`config.mk`:
```
export PLATFORM = sky130hd
export DESIGN_NAME = serial_device_flat
export DESIGN_NICKNAME = d
export VERILOG_FILES = /design/src/hw/serial_port_pkg.sv /design/src/hw/serial_link_if.sv /design/src/hw/serial_device.sv /design/src/flat_wrapper.sv
export SDC_FILE = /design/constraint.sdc
export NUM_CORES = 1
export LEC_CHECK = 0
export BUFFER_PORTS_ARGS = -buffer_cell sky130_fd_sc_hd__buf_4
export CORE_ASPECT_RATIO = 2
export CORE_UTILIZATION = 50
export CTS_CLUSTER_SIZE = 16
export DETAILED_ROUTE_END_ITERATION = 12
export PLACE_DENSITY_LB_ADDON = 0.12
export SYNTH_ARGS = -nofsm -noshare
export SYNTH_HDL_FRONTEND = slang
export SYNTH_SLANG_ARGS = --single-unit
```
`constraint.sdc`:
```
create_clock -name i_clk -period 4.4 [get_ports i_clk]
set_clock_uncertainty 0.05 [all_clocks]
set_input_delay 0.66 -clock i_clk [delete_from_list [all_inputs] [get_ports i_clk]]
set_output_delay 0.66 -clock i_clk [all_outputs]
set_load 0.01 [all_outputs]
```
`src/hw/serial_port_pkg.sv`:
```
/*
  Package for the host serial register port: link timing, address-byte decode
  of transfer length and direction, and the general-reset command code.
  Assumes both ends and the bench import it.
*/
package serial_port_pkg;

  localparam int          CLK_MHZ          = 50;
  localparam int          SAMPLE_PERIOD_US = 250;
  localparam int          SAMPLE_CYCLES    = SAMPLE_PERIOD_US * CLK_MHZ;
  localparam int          SCLK_HALF_CYCLES = 4;
  localparam int          BYTE_BITS        = 8;
  localparam int          REG_COUNT        = 16;
  localparam logic [7:0]  CMD_GENERAL_RST  = 8'h01;
  // address map: 8'h00..8'h0F command (no data), 8'h10..8'h1F write one byte,
  // 8'h20..8'h2F write two bytes, 8'h30..8'h3F read one byte, 8'h40..8'h4F read two bytes
  localparam logic [3:0]  CLASS_CMD        = 4'h0;
  localparam logic [3:0]  CLASS_WR1        = 4'h1;
  localparam logic [3:0]  CLASS_WR2        = 4'h2;
  localparam logic [3:0]  CLASS_RD1        = 4'h3;
  localparam logic [3:0]  CLASS_RD2        = 4'h4;
  localparam logic [7:0]  STATUS_ADDR      = 8'h30;

  // number of data bytes that follow an address byte
  function automatic logic [1:0] data_bytes(input logic [7:0] addr);
    case (addr[7:4])
      CLASS_WR1, CLASS_RD1: data_bytes = 2'd1;
      CLASS_WR2, CLASS_RD2: data_bytes = 2'd2;
      default:              data_bytes = 2'd0;
    endcase
  endfunction : data_bytes

  function automatic logic is_read(input logic [7:0] addr);
    is_read = (addr[7:4] == CLASS_RD1) || (addr[7:4] == CLASS_RD2);
  endfunction : is_read

endpackage : serial_port_pkg

```
`src/hw/serial_link_if.sv`:
```
/*
  Four-wire serial link between the host end and the device end.
  Assumes the bench instantiates it and connects both modports.
*/
`timescale 1ns/1ps
interface serial_link_if;
  logic sclk;
  logic chip_select_n;
  logic host_command_data_in;
  logic reply_data;
  logic reply_data_oe_n;
  logic irq_n;

  modport host_end (output sclk, output chip_select_n, output host_command_data_in,
                    input reply_data, input reply_data_oe_n, input irq_n);
  modport device_end (input sclk, input chip_select_n, input host_command_data_in,
                      output reply_data, output reply_data_oe_n, output irq_n);
endinterface : serial_link_if

```
`src/hw/serial_device.sv`:
```
/*
  Device end of the host serial register port: deserialises address and data
  bytes, serves read registers, holds write registers that the core samples
  every 250 us, runs the general-reset command and drives a masked interrupt.
  Assumes a free-running i_clk far faster than the link clock; link pins are
  synchronised here.
*/
`timescale 1ns/1ps
module serial_device
  import serial_port_pkg::*;
#(
  parameter int SAMPLE_CYC = serial_port_pkg::SAMPLE_CYCLES
)(
  // clock and reset
  input  wire logic       i_clk,
  input  wire logic       i_reset,
  // link
  serial_link_if.device_end link,
  // core side
  input  wire logic [7:0] i_status_lo,
  input  wire logic [7:0] i_status_hi,
  input  wire logic [7:0] i_status_event,
  output logic [15:0]     o_sampled_data [REG_COUNT],
  output logic            o_sample_tick,
  output logic            o_general_reset
);
  import serial_port_pkg::*;

  typedef enum logic [1:0] {ST_IDLE, ST_ADDR, ST_DATA, ST_DONE} dev_state_t;

  logic [2:0]  sclk_sync_ff, cs_sync_ff, din_sync_ff;
  logic [2:0]  nxt_sclk_sync, nxt_cs_sync, nxt_din_sync;
  dev_state_t  state_ff, nxt_state;
  logic [7:0]  shift_ff, nxt_shift, addr_ff, nxt_addr, tx_ff, nxt_tx;
  logic [2:0]  bit_ff, nxt_bit;
  logic [1:0]  left_ff, nxt_left;
  logic        first_ff, nxt_first;
  logic        rd_oe_n_ff, nxt_rd_oe_n;
  logic [15:0] wreg_ff [REG_COUNT];
  logic [15:0] nxt_wreg [REG_COUNT];
  logic [15:0] samp_ff [REG_COUNT];
  logic [15:0] nxt_samp [REG_COUNT];
  logic [7:0]  mask_ff, nxt_mask, sticky_ff, nxt_sticky;
  logic [$clog2(SAMPLE_CYC+1)-1:0] tick_ff, nxt_tick;
  logic        grst_ff, nxt_grst;
  logic        rise, fall, cs_act, cs_rise, din;

  // only the second and third stages are read by logic
  assign rise    = sclk_sync_ff[1] & ~sclk_sync_ff[2];
  assign fall    = ~sclk_sync_ff[1] & sclk_sync_ff[2];
  assign cs_act  = ~cs_sync_ff[1];
  assign cs_rise = cs_sync_ff[1] & ~cs_sync_ff[2];
  assign din     = din_sync_ff[1];

  function automatic logic [7:0] read_byte(input logic [7:0] a, input logic second,
                                           input logic [7:0] slo, input logic [7:0] shi,
                                           input logic [7:0] stk, input logic [7:0] msk);
    if (a == STATUS_ADDR)
      read_byte = stk;
    else if (a[7:4] == CLASS_RD1)
      read_byte = msk;
    else
      read_byte = second ? slo : shi;
  endfunction : read_byte

  always_comb
  begin
    nxt_sclk_sync = {sclk_sync_ff[1:0], link.sclk};
    nxt_cs_sync   = {cs_sync_ff[1:0], link.chip_select_n};
    nxt_din_sync  = {din_sync_ff[1:0], link.host_command_data_in};
    nxt_state     = state_ff;
    nxt_shift     = shift_ff;
    nxt_addr      = addr_ff;
    nxt_tx        = tx_ff;
    nxt_bit       = bit_ff;
    nxt_left      = left_ff;
    nxt_first     = first_ff;
    nxt_rd_oe_n   = rd_oe_n_ff;
    nxt_wreg      = wreg_ff;
    nxt_samp      = samp_ff;
    nxt_mask      = mask_ff;
    nxt_grst      = 1'b0;
    nxt_sticky    = sticky_ff | i_status_event;
    nxt_tick      = tick_ff + 1'b1;
    if (tick_ff >= SAMPLE_CYC - 1)
    begin
      nxt_tick = '0;
      nxt_samp = wreg_ff;
    end
    case (state_ff)
      ST_IDLE:
      begin
        nxt_rd_oe_n = 1'b1;
        if (cs_act)
        begin
          nxt_state = ST_ADDR;
          nxt_bit   = 3'd0;
        end
      end
      ST_ADDR, ST_DATA:
      begin
        // sampling only on edges inside the frame lets the clock idle at either level
        if (rise)
        begin
          nxt_shift = {shift_ff[6:0], din};
          nxt_bit   = bit_ff + 3'd1;
          if (bit_ff == 3'd7)
          begin
            if (state_ff == ST_ADDR)
            begin
              nxt_addr  = {shift_ff[6:0], din};
              nxt_left  = data_bytes({shift_ff[6:0], din});
              nxt_first = 1'b1;
              nxt_state = (data_bytes({shift_ff[6:0], din}) == 2'd0) ? ST_DONE : ST_DATA;
              if (is_read({shift_ff[6:0], din}))
              begin
                nxt_tx = read_byte({shift_ff[6:0], din}, 1'b0, i_status_lo, i_status_hi, sticky_ff, mask_ff);
                if ({shift_ff[6:0], din} == STATUS_ADDR)
                  nxt_sticky = i_status_event;
              end
            end
            else
            begin
              nxt_left  = left_ff - 2'd1;
              nxt_first = 1'b0;
              if (!is_read(addr_ff))
              begin
                if (first_ff && left_ff == 2'd2)
                  nxt_wreg[addr_ff[3:0]][15:8] = {shift_ff[6:0], din};
                else
                  nxt_wreg[addr_ff[3:0]][7:0] = {shift_ff[6:0], din};
                if (addr_ff[7:4] == CLASS_WR1 && addr_ff[3:0] == 4'h0)
                  nxt_mask = {shift_ff[6:0], din};
              end
              if (left_ff == 2'd1)
                nxt_state = ST_DONE;
            end
            if (state_ff == ST_ADDR && {shift_ff[6:0], din} == CMD_GENERAL_RST)
              nxt_grst = 1'b1;
          end
        end
        // reply changes after the falling edge so it is settled while the clock is high
        if (fall && state_ff == ST_DATA && is_read(addr_ff))
        begin
          nxt_rd_oe_n = 1'b0;
          // the second byte is loaded only here, after a fall; the first is loaded on the rise that ends the address byte
          if (bit_ff != 3'd0)
            nxt_tx = {tx_ff[6:0], 1'b0};
          else if (!first_ff)
            nxt_tx = read_byte(addr_ff, 1'b1, i_status_lo, i_status_hi, sticky_ff, mask_ff);
        end
      end
      default:
        // hold the last reply bit through its high phase, release on the fall
        if (fall)
          nxt_rd_oe_n = 1'b1;
    endcase
    if (cs_rise)
    begin
      nxt_state   = ST_IDLE;
      nxt_bit     = 3'd0;
      nxt_rd_oe_n = 1'b1;
    end
  end

  always_ff @(posedge i_clk)
  begin
    if (i_reset || grst_ff)
    begin
      sclk_sync_ff <= '0;
      cs_sync_ff   <= 3'b111;
      din_sync_ff  <= '0;
      state_ff     <= ST_IDLE;
      shift_ff     <= '0;
      addr_ff      <= '0;
      tx_ff        <= '0;
      bit_ff       <= '0;
      left_ff      <= '0;
      first_ff     <= 1'b0;
      rd_oe_n_ff   <= 1'b1;
      wreg_ff      <= '{default: '0};
      samp_ff      <= '{default: '0};
      mask_ff      <= '0;
      sticky_ff    <= '0;
      tick_ff      <= '0;
      grst_ff      <= 1'b0;
    end
    else
    begin
      sclk_sync_ff <= nxt_sclk_sync;
      cs_sync_ff   <= nxt_cs_sync;
      din_sync_ff  <= nxt_din_sync;
      state_ff     <= nxt_state;
      shift_ff     <= nxt_shift;
      addr_ff      <= nxt_addr;
      tx_ff        <= nxt_tx;
      bit_ff       <= nxt_bit;
      left_ff      <= nxt_left;
      first_ff     <= nxt_first;
      rd_oe_n_ff   <= nxt_rd_oe_n;
      wreg_ff      <= nxt_wreg;
      samp_ff      <= nxt_samp;
      mask_ff      <= nxt_mask;
      sticky_ff    <= nxt_sticky;
      tick_ff      <= nxt_tick;
      grst_ff      <= nxt_grst;
    end
  end

  assign link.reply_data      = tx_ff[7];
  assign link.reply_data_oe_n = rd_oe_n_ff;
  assign link.irq_n           = ~|(sticky_ff & mask_ff);
  assign o_sampled_data       = samp_ff;
  assign o_sample_tick        = (tick_ff == '0);
  assign o_general_reset      = grst_ff;

endmodule : serial_device

```
`src/flat_wrapper.sv`:
```
// flat-port wrapper written by rule: the top's interface ports become plain ports
module serial_device_flat import serial_port_pkg::*;
#(
  parameter int SAMPLE_CYC = serial_port_pkg::SAMPLE_CYCLES
)
  (i_clk, i_reset, i_status_lo, i_status_hi, i_status_event, o_sampled_data, o_sample_tick, o_general_reset, link_sclk, link_chip_select_n, link_host_command_data_in, link_reply_data, link_reply_data_oe_n, link_irq_n);
  serial_link_if link_i ();
  input  wire logic i_clk;
  input  wire logic i_reset;
  input  wire logic [7:0] i_status_lo;
  input  wire logic [7:0] i_status_hi;
  input  wire logic [7:0] i_status_event;
  output logic [15:0] o_sampled_data[REG_COUNT];
  output logic o_sample_tick;
  output logic o_general_reset;
  input wire logic [$bits(link_i.sclk)-1:0] link_sclk;
  input wire logic [$bits(link_i.chip_select_n)-1:0] link_chip_select_n;
  input wire logic [$bits(link_i.host_command_data_in)-1:0] link_host_command_data_in;
  output wire logic [$bits(link_i.reply_data)-1:0] link_reply_data;
  output wire logic [$bits(link_i.reply_data_oe_n)-1:0] link_reply_data_oe_n;
  output wire logic [$bits(link_i.irq_n)-1:0] link_irq_n;
  assign link_i.sclk = link_sclk;
  assign link_i.chip_select_n = link_chip_select_n;
  assign link_i.host_command_data_in = link_host_command_data_in;
  assign link_reply_data = link_i.reply_data;
  assign link_reply_data_oe_n = link_i.reply_data_oe_n;
  assign link_irq_n = link_i.irq_n;
  serial_device #(.SAMPLE_CYC(SAMPLE_CYC)) u_core (.i_clk(i_clk), .i_reset(i_reset), .link(link_i), .i_status_lo(i_status_lo), .i_status_hi(i_status_hi), .i_status_event(i_status_event), .o_sampled_data(o_sampled_data), .o_sample_tick(o_sample_tick), .o_general_reset(o_general_reset));
endmodule
```
==> impl_results.md <==
- Std cell rows: 107
- Vias after detailed routing: 17800
- Layout area overhead: 18.2%
- Layout Nets: 2716
- Initial antenna violation count: 0
- Worst setup path startpoint: u_core.state_ff[0]
- Clock latency on the worst-skew pair: 0.58 ns
- Combinational cell fraction of total power: 2.2%
- GRT overflow: 0
- Max-slew headroom: approximately a fifth
- DRT iter0 DRCs: approximately 950
- Worst hold path class: in2reg
- Drt pass-1 iters: 6
- Power Density: 389 nW/µm²
- Reg-to-Reg Start: u_core.state_ff[0]
- First-pass GRT wire length: ~94000 µm
- RSZ-0062 raised after global routing: false
- Sw Share: 21.4%
- Int Power: 7.88 mW
- DIE HEIGHT: 297 µm
- Vias in the first global route: 17100
- Share of layout cells above drive strength 1: 16.9%
- # Post-CTS Setup Buffers: 0
- Detailed Route WL: 60600 µm
- Final Max Tran Viols: 0
- Reg clk slew, reported paths: 0.07 ns
- Root Buffer: clkbuf_16
- Final setup margin: about 1 ns
- Total Power: approximately 10 mW
- Final setup viols: 0
- CTS sink count: 583
- Sum Neg Setup Slack: 0 ns
- Share of the synthesized area in the top cell type: 53.6%
- R2R Setup Slk: about 1 ns
- Netlist cell types: 73
- N_diodes: 0
- Number of enable flip-flop cells after synthesis: 0
- Crit path max fanout: 16
- GPL Wtd Cong: between 0.9 and 1
- H-tree depth: 2
- Outcome: complete, no violations
- Arr. time, crit path: 3.76 ns
- Post-synth top cells: nand2_1 (629), dfxtp_1 (583), a21oi_1 (289)
- Post-synthesis adder-cell area fraction: 0.632%
- Max-Cap Viols: 0
- CTS Buffer Depth: 3
- Min Tclk post-route: 3.40 ns
- Sequential share of power: a little over half
- Post-synth top flop: dfxtp_1
- Syn Nets: 2539
- CTS tree: built
- Syn. warnings: 0
- Resized Gates After CTS: 0
- Inserted Clock Buffers: 49
- R2r worst-path depth: 6
- Syn Area/Cell: 8.72 µm²
- Startpoint types: register
- Largest net degree at the start of global routing: around 130
- Peak VDD IR: a little under 0.3 mV
- Worst EP required: 4.76 ns
- HPWL Detailed: ~40000 µm
- Core footprint: 42800 µm²
- Die area: 44500 µm²
- Post-synthesis cell area: approximately 22000 µm²
- Initial core utilization: 50.9%
- Hold Vio Cnt, Final: 0
- Gate Count Post-Synth: between 2000 and 2500
- DR WL/cell: roughly 19 µm
- Fin crit share: 77.2%
- Top-count cell post-synth: nand2_1
- Mux share of post-synthesis cell area: 7.71%
- LEAKAGE: 10.4 nW
- Xor and xnor fraction of the mapped netlist area: 0.482%
- Synth top area cells: dfxtp_1 (54%), nand2_1 (11%), mux2i_1 (7.3%), a21oi_1 (6.6%), nor2_1 (3.3%)
- Vias per cell: roughly 5.5
- Layout Cells excl Fill: between 3000 and 4000
- Compound-gate portion of the synthesized area: between 10% and 20%
- Largest family of logic cells by synthesized area: simple AND/OR/NAND/NOR gates
- R2r endpoint: u_core.wreg_ff[38]
- Placed cells: 3170
- Clock share of power: 44.8%
- Post-Synth Simple-Gate Area: 21.4%
- Hold Path Depth: 2
- Pre-CTS WS: between 1 and 1.5 ns
- Slew @ Worst Pin: 1.16 ns
- DRC violations left: 0
- Die width: 150 µm
- Tot GR Track Use: 27.0%
- Max Fclk: 0.294 GHz
- HP Start: link_chip_select_n
- Seq/Total Area, Yosys: between 50% and 60%
- I/O pin count: 290
- Synthesized flop and latch total: between 500 and 600
- Net Sw Power: 2.15 mW
- Antenna viol nets, final: 0
- Hold buffer count at CTS: 0
- Critical Path End Type: register
- Layout Utilization: 60.1%
- Port-buffer cells: slightly below 300
- Largest area contributor in the netlist: dfxtp_1
- Worst setup path category: reg2reg
- Share of flip-flops with an asynchronous set or reset: 0%
- Hold EP: u_core.cs_sync_ff[0]
## power groups by stage
| stage | sequential (mW) | combinational, mW | clock (mW) |
|---|---|---|---|
| finish | 5.31 | 0.223 | 4.49 |
| CTS | 5.31 | 0.221 | 4.56 |
| global route | 5.31 | 0.241 | 4.78 |
| floorplan | 5.42 | 0.149 | 0 |
| detailed placement | 5.43 | 0.220 | 0 |
| global placement | 5.43 | 0.216 | 0 |
## cell families after synthesis
family | Yosys count
simple gates | 1049
mux | 167
compound gates | 468
buf+inv | 209
flops | 583
fa+ha+maj | 11
xor+xnor | 12
## final cells by class
type | instances | area [µm²]
sequential | 583 | 11700
fill | 3910 | 17100
tap | 545 | 682
timing repair buffer | 319 | 2520
multi-input combinational | 1707 | 9150
inverter | 16 | 60.1
clock inverter | 18 | 184
clock buffer | 71 | 1480
## worst max-delay path by stage
stage	end	cells past startpoint
detailed placement	u_core.wreg_ff[37]	6
floorplan	o_sample_tick	3
finish	u_core.wreg_ff[38]	6
global placement	u_core.wreg_ff[32]	6
global route	u_core.wreg_ff[34]	7
CTS	u_core.wreg_ff[39]	6
## worst max-delay path, cell delays in order, from the launching register on
cell,delay [ns]
dfxtp_1,0.39
inv_1,0.10
ha_1,0.54
and4b_1,0.40
nand2b_1,0.63
nor4b_4,0.88
o21ai_0,0.23
## per-layer routing
layer  vias to the layer above  global-route usage (%)  share of wire [%]
li1                       8708                       -                  -
met1                      8493                    30.2                 39
met2                       464                    50.7                 54
met3                       117                    2.84                3.8
met4                         0                    10.8                3.4
met5                         -                       0                  0
## sequential cells by signal, indices dropped and copies added, names as in the netlist, 2 cells and up
register and cells:
u_core.din_sync_ff 2, u_core.mask_ff 8, u_core.tx_ff 8, u_core.bit_ff 3, u_core.sclk_sync_ff 3, u_core.o_sampled_data 256
u_core.wreg_ff 256, u_core.shift_ff 7, u_core.tick_ff 14, u_core.cs_sync_ff 3, u_core.left_ff 2, u_core.addr_ff 8
u_core.sticky_ff 8, u_core.state_ff 2
## layout by cell type (no fill, tap or decap), types with 4 or more instances in the layout
cell	count
nand2_1	629
dfxtp_1	575
buf_4	309
a21oi_1	289
nor2_1	193
mux2i_1	160
nand3_1	135
o21ai_0	128
clkbuf_16	51
inv_1	16
nand4_2	14
clkbuf_8	13
clkinv_2	12
a22oi_1	11
ha_1	11
buf_12	10
nand4_1	8
dfxtp_2	8
nor4b_4	7
xor2_1	7
mux2_2	7
clkbuf_1	7
and2_1	6
nand2b_1	6
nand3b_1	5
and3_1	5
nor3_1	5
xnor2_1	5
a211oi_1	5
o22a_1	5
o221ai_1	5
nor2b_1	4
## stage by stage
stage / instance area [µm²] / hold WS [ns]
after global routing: 25800 / 0.217
after CTS: 25800 / 0.204
final: 25800 / 0.217
after floorplan: 21800 / 0.334
after detailed placement: 24100 / 0.351
after global placement: 24100 / 0.353
No activity file was read; power rests on OpenSTA's default activity.
